<file path="config.mk">
export PLATFORM = sky130hd
export DESIGN_NAME = sfp_host
export DESIGN_NICKNAME = d
export VERILOG_FILES = /design/src/hdl/sfp_pkg.sv /design/src/hdl/sfp_host.sv /design/src/hdl/sfp_sync.sv
export VERILOG_INCLUDE_DIRS = /design/src /design/src/hdl
export SDC_FILE = /design/constraint.sdc
export NUM_CORES = 1
export LEC_CHECK = 0
export BUFFER_PORTS_ARGS = -buffer_cell sky130_fd_sc_hd__buf_2
export CELL_PAD_IN_SITES_DETAIL_PLACEMENT = 0
export CELL_PAD_IN_SITES_GLOBAL_PLACEMENT = 1
export CORE_MARGIN = 10
export CORE_UTILIZATION = 46
export CTS_CLUSTER_DIAMETER = 150
export DETAILED_ROUTE_END_ITERATION = 16
export PLACE_DENSITY = 0.82
export SLEW_MARGIN = 20
export SYNTH_ARGS = -nofsm -noshare
export SYNTH_HDL_FRONTEND = slang
export SYNTH_SLANG_ARGS = --single-unit
</file>
<file path="constraint.sdc">
create_clock -name mclk_i -period 5.3 [get_ports mclk_i]
set_input_delay 0.265 -clock mclk_i [delete_from_list [all_inputs] [get_ports mclk_i]]
set_output_delay 0.265 -clock mclk_i [all_outputs]
set_load 0.02 [all_outputs]
</file>
<file path="src/hdl/sfp_consts.svh">
// timing counts and command constants for the sector flash host controller
`ifndef SFP_CONSTS_SVH
`define SFP_CONSTS_SVH
`define SFP_CLK_MHZ 200
`define SFP_STROBE_NS 40
`define SFP_STROBE_CYC ((`SFP_STROBE_NS * `SFP_CLK_MHZ + 999) / 1000)
`define SFP_SETUP_NS 20
`define SFP_SETUP_CYC ((`SFP_SETUP_NS * `SFP_CLK_MHZ + 999) / 1000)
`define SFP_ACCESS_NS 90
`define SFP_ACCESS_CYC ((`SFP_ACCESS_NS * `SFP_CLK_MHZ + 999) / 1000)
`define SFP_GAP_US 150
`define SFP_GAP_CYC (`SFP_GAP_US * `SFP_CLK_MHZ)
`define SFP_SAFE_GAP_CYC (`SFP_GAP_CYC / 2)
`define SFP_CYCLE_MS 10
`define SFP_CYCLE_CYC (`SFP_CYCLE_MS * 1000 * `SFP_CLK_MHZ)
`define SFP_PWRUP_MS 5
`define SFP_PWRUP_CYC (`SFP_PWRUP_MS * 1000 * `SFP_CLK_MHZ)
`define SFP_ERASED_BYTE 8'hFF
`define SFP_POLL_BIT 7
`define SFP_TOGGLE_BIT 6
`define SFP_CMD1_ADDR 19'h05555
`define SFP_CMD1_DATA 8'hAA
`define SFP_CMD2_ADDR 19'h02AAA
`define SFP_CMD2_DATA 8'h55
`define SFP_CMD3_ADDR 19'h05555
`define SFP_CMD3_DATA 8'hA0
`define SFP_CNT_W 24
`endif

</file>
<file path="src/hdl/sfp_pkg.sv">
// types for the sector flash host controller
package sfp_pkg;
  typedef enum logic [1:0] {SFP_OP_READ, SFP_OP_PROG, SFP_OP_WGUARD} sfp_op_t;
  typedef enum logic [2:0] {
    SFP_IDLE, SFP_SETUP, SFP_PULSE, SFP_HOLD, SFP_GAP, SFP_POLL, SFP_DONE
  } sfp_state_t;
endpackage

</file>
<file path="src/hdl/sfp_host.sv">
// host controller driving a byte-wide sector flash through its pins
`timescale 1ns/1ps
`include "sfp_consts.svh"
module sfp_host
  import sfp_pkg::*;
#(
  parameter int unsigned GAP_CYC = `SFP_SAFE_GAP_CYC,
  parameter int unsigned CYCLE_CYC = `SFP_CYCLE_CYC,
  parameter int unsigned PWRUP_CYC = `SFP_PWRUP_CYC
) (
  input wire logic mclk_i,
  input wire logic rst_i,
  input wire logic start_i,
  input wire sfp_op_t op_i,
  input wire logic [18:0] addr_i,
  input wire logic [7:0] wdata_i,
  input wire logic last_i,
  output logic busy_o,
  output logic byte_req_o,
  output logic done_o,
  output logic timeout_o,
  output logic [7:0] rdata_o,
  output logic [18:0] address_lines_o,
  output logic chip_sel_n_o,
  output logic out_en_n_o,
  output logic wr_strobe_n_o,
  input wire logic [7:0] data_pins_i,
  output logic [7:0] data_pins_o,
  output logic data_pins_oe_n_o
);
  sfp_state_t state_q;
  logic [`SFP_CNT_W-1:0] cnt_q;
  logic [`SFP_CNT_W-1:0] wait_q;
  logic [`SFP_CNT_W-1:0] pwr_q;
  logic [1:0] cmd_idx_q;
  logic prog_q;
  logic last_q;
  logic poll_rd_q;
  logic [7:0] data_s;
  logic [7:0] last_byte_q;
  logic [18:0] last_addr_q;
  logic [18:0] sector_q;
  logic [18:0] cur_addr;
  logic [7:0] cur_data;
  logic cmd_phase;
  sfp_sync #(.W(8)) u_sync (
    .mclk_i(mclk_i),
    .rst_i(rst_i),
    .d_i(data_pins_i),
    .q_o(data_s)
  );
  // guard prefix steps come before the first sector byte when requested
  assign cmd_phase = (op_i == SFP_OP_WGUARD) && (cmd_idx_q != 2'd3);
  always_comb begin
    cur_addr = addr_i;
    cur_data = wdata_i;
    if (cmd_phase) begin
      case (cmd_idx_q)
        2'd0: begin
          cur_addr = `SFP_CMD1_ADDR;
          cur_data = `SFP_CMD1_DATA;
        end
        2'd1: begin
          cur_addr = `SFP_CMD2_ADDR;
          cur_data = `SFP_CMD2_DATA;
        end
        default: begin
          cur_addr = `SFP_CMD3_ADDR;
          cur_data = `SFP_CMD3_DATA;
        end
      endcase
    end
  end
  // power-up hold off: nothing is programmed before the supply delay elapses
  always_ff @(posedge mclk_i or posedge rst_i) begin
    if (rst_i) begin
      pwr_q <= '0;
    end else if (pwr_q < PWRUP_CYC[`SFP_CNT_W-1:0]) begin
      pwr_q <= pwr_q + 1'b1;
    end
  end
  // main sequencer: one state walks every pin transaction
  always_ff @(posedge mclk_i or posedge rst_i) begin
    if (rst_i) begin
      state_q <= SFP_IDLE;
      cnt_q <= '0;
      wait_q <= '0;
      cmd_idx_q <= 2'd0;
      prog_q <= 1'b0;
      last_q <= 1'b0;
      poll_rd_q <= 1'b0;
      last_byte_q <= 8'h00;
      last_addr_q <= '0;
      sector_q <= '0;
      busy_o <= 1'b0;
      byte_req_o <= 1'b0;
      done_o <= 1'b0;
      timeout_o <= 1'b0;
      rdata_o <= 8'h00;
      address_lines_o <= '0;
      chip_sel_n_o <= 1'b1;
      out_en_n_o <= 1'b1;
      wr_strobe_n_o <= 1'b1;
      data_pins_o <= 8'h00;
      data_pins_oe_n_o <= 1'b1;
    end else begin
      byte_req_o <= 1'b0;
      done_o <= 1'b0;
      cnt_q <= cnt_q + 1'b1;
      case (state_q)
        SFP_IDLE: begin
          chip_sel_n_o <= 1'b1;
          out_en_n_o <= 1'b1;
          wr_strobe_n_o <= 1'b1;
          data_pins_oe_n_o <= 1'b1;
          if (start_i && (op_i == SFP_OP_READ)) begin
            address_lines_o <= addr_i;
            prog_q <= 1'b0;
            busy_o <= 1'b1;
            cnt_q <= '0;
            state_q <= SFP_SETUP;
          end else if (start_i && pwr_q >= PWRUP_CYC[`SFP_CNT_W-1:0]) begin
            prog_q <= 1'b1;
            cmd_idx_q <= 2'd0;
            sector_q <= {addr_i[18:8], 8'h00};
            busy_o <= 1'b1;
            timeout_o <= 1'b0;
            cnt_q <= '0;
            state_q <= SFP_SETUP;
          end
        end
        SFP_SETUP: begin
          chip_sel_n_o <= 1'b0;
          if (!prog_q) begin
            out_en_n_o <= 1'b0;
            data_pins_oe_n_o <= 1'b1;
            cnt_q <= '0;
            state_q <= SFP_PULSE;
          end else begin
            // keep sector bits fixed for every sector byte of the load period; guard prefix steps drive their own addresses
            address_lines_o <= cmd_phase ? cur_addr : {sector_q[18:8], cur_addr[7:0]};
            data_pins_o <= cur_data;
            data_pins_oe_n_o <= 1'b0;
            out_en_n_o <= 1'b1;
            if (cnt_q >= `SFP_SETUP_CYC) begin
              cnt_q <= '0;
              wr_strobe_n_o <= 1'b0;
              state_q <= SFP_PULSE;
            end
          end
        end
        SFP_PULSE: begin
          // strobe held well beyond the glitch filter width
          if (!prog_q && cnt_q >= `SFP_ACCESS_CYC + 2) begin
            rdata_o <= data_s;
            out_en_n_o <= 1'b1;
            chip_sel_n_o <= 1'b1;
            busy_o <= 1'b0;
            done_o <= 1'b1;
            state_q <= SFP_IDLE;
          end else if (prog_q && cnt_q >= `SFP_STROBE_CYC) begin
            wr_strobe_n_o <= 1'b1;
            cnt_q <= '0;
            state_q <= SFP_HOLD;
          end
        end
        SFP_HOLD: begin
          chip_sel_n_o <= 1'b1;
          data_pins_oe_n_o <= 1'b1;
          cnt_q <= '0;
          if (cmd_phase) begin
            cmd_idx_q <= cmd_idx_q + 2'd1;
            state_q <= SFP_GAP;
          end else begin
            last_byte_q <= data_pins_o;
            last_addr_q <= address_lines_o;
            last_q <= last_i;
            byte_req_o <= !last_i;
            state_q <= SFP_GAP;
          end
        end
        SFP_GAP: begin
          // next byte must fall well within the device load window
          if (last_q) begin
            if (cnt_q >= GAP_CYC[`SFP_CNT_W-1:0] * 2) begin
              cnt_q <= '0;
              wait_q <= '0;
              state_q <= SFP_POLL;
            end
          end else if (cmd_phase || start_i) begin
            cnt_q <= '0;
            state_q <= SFP_SETUP;
          end else if (cnt_q >= GAP_CYC[`SFP_CNT_W-1:0]) begin
            // device window still open: a poll read now could see stale array data
            timeout_o <= 1'b1;
            last_q <= 1'b1;
          end
        end
        SFP_POLL: begin
          // poll the last loaded byte until its top bit matches the loaded data
          wait_q <= wait_q + 1'b1;
          address_lines_o <= last_addr_q;
          chip_sel_n_o <= 1'b0;
          if (cnt_q == `SFP_ACCESS_CYC + 2) begin
            out_en_n_o <= 1'b1;
            poll_rd_q <= 1'b1;
          end else if (cnt_q == 0) begin
            out_en_n_o <= 1'b0;
          end
          if (cnt_q >= `SFP_ACCESS_CYC + 4) begin
            cnt_q <= '0;
          end
          if (poll_rd_q) begin
            poll_rd_q <= 1'b0;
            if (data_s[`SFP_POLL_BIT] == last_byte_q[`SFP_POLL_BIT]) begin
              state_q <= SFP_DONE;
            end else if (wait_q >= CYCLE_CYC[`SFP_CNT_W-1:0] * 2) begin
              timeout_o <= 1'b1;
              state_q <= SFP_DONE;
            end
          end
        end
        SFP_DONE: begin
          chip_sel_n_o <= 1'b1;
          out_en_n_o <= 1'b1;
          busy_o <= 1'b0;
          done_o <= 1'b1;
          last_q <= 1'b0;
          state_q <= SFP_IDLE;
        end
        default: begin
          state_q <= SFP_IDLE;
        end
      endcase
    end
  end
endmodule

</file>
<file path="src/hdl/sfp_sync.sv">
// two-flop synchroniser bank for the pin inputs
`timescale 1ns/1ps
module sfp_sync #(
  parameter int W = 8
) (
  input wire logic mclk_i,
  input wire logic rst_i,
  input wire logic [W-1:0] d_i,
  output logic [W-1:0] q_o
);
  logic [W-1:0] meta_q;
  // first flop feeds only the second
  always_ff @(posedge mclk_i or posedge rst_i) begin
    if (rst_i) begin
      meta_q <= '0;
      q_o <= '0;
    end else begin
      meta_q <= d_i;
      q_o <= meta_q;
    end
  end
endmodule

</file>
Yosys cells after proc, flatten, opt, wreduce, memory -nomap -nowiden:

Cells that the tools add are included.

* add/subtract/negate cells: 4
* multiply operators: 0
* div/mod/pow operators: 0
* order comparisons: 9
* eq/ne operators: 36
* shift-type cells: 0
* mux-type cells: 77
* bitwise logic cells: 2
* reduce and logical (&&, ||, !) cells: 42

Operators with widths (number)
* $mux 24: 12
* $pmux 24 s6: 1
* $mux 19: 4
* $add 24x1->24 const B: 3
* $pmux 19 s3: 1
* $ge 24x5->1 const B: 2
* $pmux 24 s2: 1
* $ne 2x2->1 const B: 19
* $mux 3: 12
* $mux 1: 30
* $eq 24x5->1 const B: 1
* $ge 24x14->1 const B: 1
* $ge 24x15->1 const B: 1
* $ge 24x20->1 const B: 1
* $ge 24x22->1 const B: 1
* $ge 24x3->1 const B: 1
* $ge 24x4->1 const B: 1
* $logic_not 24->1: 1
* $lt 24x20->1 const B: 1
* $ne 3x3->1 const B: 7
* $pmux 3 s6: 1
* $reduce_bool 3->1: 6
* $pmux 8 s2: 1
* $mux 15: 1
* other kinds (29): 60

* register bits: 177
* bits in latches: 0
* bits in writable memories: 0
* bits in read-only memories: 0
* input port bits: 41
* output and inout port bits: 43
* word-level logic and storage cells: 194
* memories: 0

Logic depth before layout (Yosys ltp):

* depth after elaboration: 6
* mapped depth: 9

Modules after synthesis:

Synthesis repeated with hierarchy kept, for this count alone.

* cell total of the unflattened synthesis: 831
* area total of the unflattened synthesis: 8371.8 um^2

Modules (own cells, without submodules)
* sfp_host: instances 1, cells an instance 814, area an instance 7967.6 um^2, sequential area each 3858.7 um^2
* sfp_sync: instances 1, cells an instance 17, area an instance 404.1 um^2, sequential area each 400.4 um^2

Least setup slack after synthesis:

OpenSTA, ideal clock, no wires.

* path kind: reg-to-reg
* start point: reg pwr_q[10]
* end point: reg sector_q[10]
* setup time: 125 ps
* arrival time: 1942 ps
* data required time: 5175 ps
* slack: 3233 ps
* cell stages (with the launch flop): 9
* path through: dfrtp_1 > nor4_2 > nor4b_1 > a211oi_2 > nor2_1 > and2_1 > buf_6 > buf_6 > mux2_4

* word-level cells in the longest chain between the ends: 3

RTL lines
* from (decl): RTL line sfp_host.sv:34 `` logic [`SFP_CNT_W-1:0] pwr_q; ``
* from (signal assigned): RTL line sfp_host.sv:79 `pwr_q <= pwr_q + 1'b1;`
* $ge 24x20->1: RTL line sfp_host.sv:122 `` end else if (start_i && pwr_q >= PWRUP_CYC[`SFP_CNT_W-1:0]) begin ``
* $logic_and 1x1->1: RTL line sfp_host.sv:122
* $reduce_and 3->1 (no line)
* to (signal assigned): RTL line sfp_host.sv:125 `sector_q <= {addr_i[18:8], 8'h00};`
* to (decl): RTL line sfp_host.sv:42 `logic [18:0] sector_q;`

Every way passes these cells.
A chain may end at the register's enable or synchronous reset.

Worst setup path in the final report:

* start point: reg state_q[2]
* end point: reg cnt_q[18]

* word-level cells in the longest chain between the ends: 2
* elaborated cells between the ends (all ways): 7
* those cells by class: eq/ne (5); mux (1); reduce/logical (1)

RTL lines
* from (decl): RTL line sfp_host.sv:31 `sfp_state_t state_q;`
* from (signal assigned): RTL line sfp_host.sv:85 `state_q <= SFP_IDLE;`
* from (signal assigned): RTL line sfp_host.sv:121 `state_q <= SFP_SETUP;`
* from (signal assigned): RTL line sfp_host.sv:129 `state_q <= SFP_SETUP;`
* $eq 3x3->1, or another cell as far along: RTL line sfp_host.sv:110 `case (state_q)`
* $pmux 24 s6 *: RTL line sfp_host.sv:110
* to (signal assigned): RTL line sfp_host.sv:109 `cnt_q <= cnt_q + 1'b1;`
* to (decl): RTL line sfp_host.sv:32 `` logic [`SFP_CNT_W-1:0] cnt_q; ``

Every way passes the cells marked *; elsewhere a longest branch is shown, timed or not.

==> summary.txt <==
Clock network
  • Root Buffer: clkbuf_16
  • CTS tree: built
  • CTS Buf Count: 17
  • Clock Latency Late Sink: 0.43 ns
  • Setup Buffers After CTS: 0
  • Bufs on Longest Clock Path: 2
  • Clock transition at path regs: 0.07 ns
  • Post-cts resize count: 0
  • Maximum level of the CTS H-tree: 4
  • CTS sink count: 170

Worst setup path
  • Largest delay share family, worst path: simple AND/OR/NAND/NOR gates
  • CP Buf/Inv Count: 2
  • CP max-delay cell: dfrtp_1
  • Critical Path Source Type: register
  • Cell Chain, Critical Path: inv_1, nand2_1, nor2_1, buf_4, a41oi_1, and4_1, nor2_1
  • CP arrival: 3.66 ns
  • Critical Path Fanout Max: 31
  • Slowest stage delay, CP: 0.97 ns
  • CP Data Required Time: 5.58 ns
  • Kind of critical path: register to register
  • CP Capture Type: register
  • Most used cell along the critical path: nor2_1

Run
  • Maxcap violations: 0

STA
  • Total negative setup slack: 0 ns
  • Final setup vio count: 0
  • Max-slew violations: 0
  • RSZ-0062 raised after global routing: false
  • Max Freq: 295.8 MHz
  • Clock skew: 0.01428 ns
  • Fin. Hold Viols: 0
  • Minimum clock period: 3.381 ns
  • Post-route clock period utilization: 63.79%
  • Slew HR: 32.90%
  • Worst-Margin Slew: 1.004 ns
  • Setup WS post-layout: 1.919 ns

Power
  • Power share of the clock group: 31.4%
  • Switching power share of the total: 36.36%
  • Combinational Power Share: 25.3%
  • Part of the power in registers: 43.3%
  • Max rail drop VDD: 0.2781 mV
  • Power Dens Cells: 423.3 nW/um^2
  • P_int: 2.510 mW
  • Leakage: 4.192 nW
  • Total power: 3.944 mW
  • P_sw: 1.434 mW

Synthesis
  • Yosys warning count: 0
  • Asr flop ratio synth: 100.0%
  • Prevailing post-synth register cell: dfrtp_1
  • Syn Nets: 845
  • Average cell area after synthesis: 10.17 um^2
  • Post-synth cell types: 59
  • Flops & latches, synth: 170
  • Largest cells by area after synthesis: dfrtp_1, mux2_2, nor2_1, nand2_1, o21ai_0
  • Cell count after synthesis: 794
  • Share of the synthesized area in the top cell type: 51.44%
  • Synthesized area: 8075 um^2
  • Seq/Total Area, Yosys: 52.74%
  • EDFF count, synth: 0
  • Cell taking the most area after synthesis: dfrtp_1

Floorplan
  • I/O pins: 84
  • Chip width: 152.5 um
  • Die Span Y: 152.5 um
  • Placeable Area: 17240 um^2
  • Die Area: 23250 um^2
  • Initial Util: 46.85%
  • FP Rows: 48

Route
  • Routed vias/inst: 5.494
  • First-iteration detailed-routing DRC count: 395
  • Avg WL per Cell: 16.70 um
  • DRC Markers: 0
  • Drt total wl: 18520 um
  • Routed Antenna Nets: 0
  • DRT Pass-1 Iters: 7
  • Via count: 6093

Placed design
  • DP Worst Slack: 1.949 ns
  • Detailed placer's ending HPWL: 12590 um
  • Placed Area: 8617 um^2
  • Placer Congestion: 0.8286
  • Number of port buffers: 83

Hold path
  • Hold WC Path Type: input pin to register

Global route
  • Initial antenna violation count: 1
  • First-pass GRT wire length: 31290 um
  • Largest net degree at the start of global routing: 85
  • Vias in the first global route: 6078
  • Grt ovf: 0
  • All-layer global routing usage: 15.99%

Run status
  • Status: finished, final reports clean

Final layout
  • Post-Layout Inst Area: 9316 um^2
  • Commonest non-fill, non-tap cell in the layout: dfrtp_1
  • Area grow syn2layout: 15.37%
  • Nets: 920
  • Leading cell types in the layout, fill and taps excluded: dfrtp_1, nor2_1, buf_2
  • Share of cells above drive strength 1: 20.63%
## layer usage
| metal | vias to the layer above | GRT usage (%) | routed length, um |
|---|---|---|---|
| li1 | 2971 | - | - |
| met1 | 2947 | 21.43 | 8802 |
| met2 | 156 | 24.42 | 8395 |
| met3 | 19 | 5.165 | 1107 |
| met5 | - | 0 | 0 |
| met4 | 0 | 4.133 | 218 |
## area by class of cell
| type | instances | area [um^2] |
|---|---|---|
| Multi-Input combinational cell | 563 | 3547 |
| Inverter | 19 | 76.32 |
| Sequential cell | 170 | 4259 |
| Antenna cell | 2 | 5.005 |
| Fill cell | 1517 | 7920 |
| Clock inverter | 15 | 171.4 |
| Timing Repair Buffer | 98 | 550.5 |
| Clock buffer | 17 | 425.4 |
| Tap cell | 225 | 281.5 |
## cell usage after synthesis, drive strengths merged, types with 15 or more instances
library cell / count
a21oi: 49
and3: 15
clkbuf: 28
dfrtp: 166
inv: 19
mux2: 43
nand2: 69
nand3: 33
nand4: 25
nor2: 95
nor3: 16
o21ai: 52
xnor2: 29
xor2: 23
## state kept, by name (all words and copies together), names as in the netlist
signal / cells
rdata_o: 8
timeout_o: 1
wr_strobe_n_o: 1
pwr_q: 24
last_addr_q: 19
done_o: 1
chip_sel_n_o: 1
cmd_idx_q: 2
data_pins_o: 8
poll_rd_q: 1
out_en_n_o: 1
byte_req_o: 1
last_byte_q: 1
busy_o: 1
u_sync.meta_q: 8
prog_q: 1
wait_q: 24
data_pins_oe_n_o: 1
last_q: 1
u_sync.q_o: 8
address_lines_o: 19
sector_q: 11
cnt_q: 24
state_q: 3
## path summary, 6_finish.rpt
check                           cells after the start  slack [ns]                      end                        from
worst min register to register                      0        0.35  u_sync.q_o[5]$_DFF_PP0_  u_sync.meta_q[5]$_DFF_PP0_
worst min-delay path                                2        0.03     byte_req_o$_DFF_PP0_                      last_i
max in group asynchronous                           4        3.50      cnt_q[12]$_DFF_PP0_                       rst_i
worst max register to register                      7        1.92      cnt_q[18]$_DFF_PP0_      state_q[2]$_DFFE_PP0P_
min in group asynchronous                           3        0.51  u_sync.q_o[3]$_DFF_PP0_                       rst_i
worst max-delay path                                7        1.92      cnt_q[18]$_DFF_PP0_      state_q[2]$_DFFE_PP0P_
## worst reg2reg max path: cells and delay by family, from the launching register on
kind                   cells  cell delay (ns)
and+or+nand+nor            4             1.28
DFF                        1             0.97
buffers and inverters      2             0.73
AOI/OAI and AO/OA          1             0.26
## power groups by stage
stage	clock (mW)	combinational, mW	sequential [mW]
2_1_floorplan	0	0.716	1.72
3_3_place_gp	0	0.984	1.72
3_5_place_dp	0	0.999	1.73
4_1_cts	1.27	1.01	1.71
5_1_grt	1.33	1.13	1.74
6_report	1.24	0.998	1.71
## per-stage QoR
stage	util, %	hold WS, ns	instances
after floorplan	-	0.2964	794
after global placement	49.99	0.3316	1066
after detailed placement	49.99	0.3347	1066
after CTS	53.98	0.01977	1107
after global routing	54.02	0.02906	1107
final	54.05	0.03316	1109
## what timing repair did
| action | CTS | global route |
|---|---|---|
| hold endpoints to repair | 29 | 0 |
| hold buffers | 9 | 0 |
| endpoints found under the setup margin | 0 | 0 |
## cells by family after synthesis
family	share of synthesized area, %
fa+ha+maj	1.549
mux	6.570
simple gates	18.39
compound gates	11.65
buf+inv	3.455
xor+xnor	5.640
flops	52.74
No activity file was read; power rests on OpenSTA's default activity.
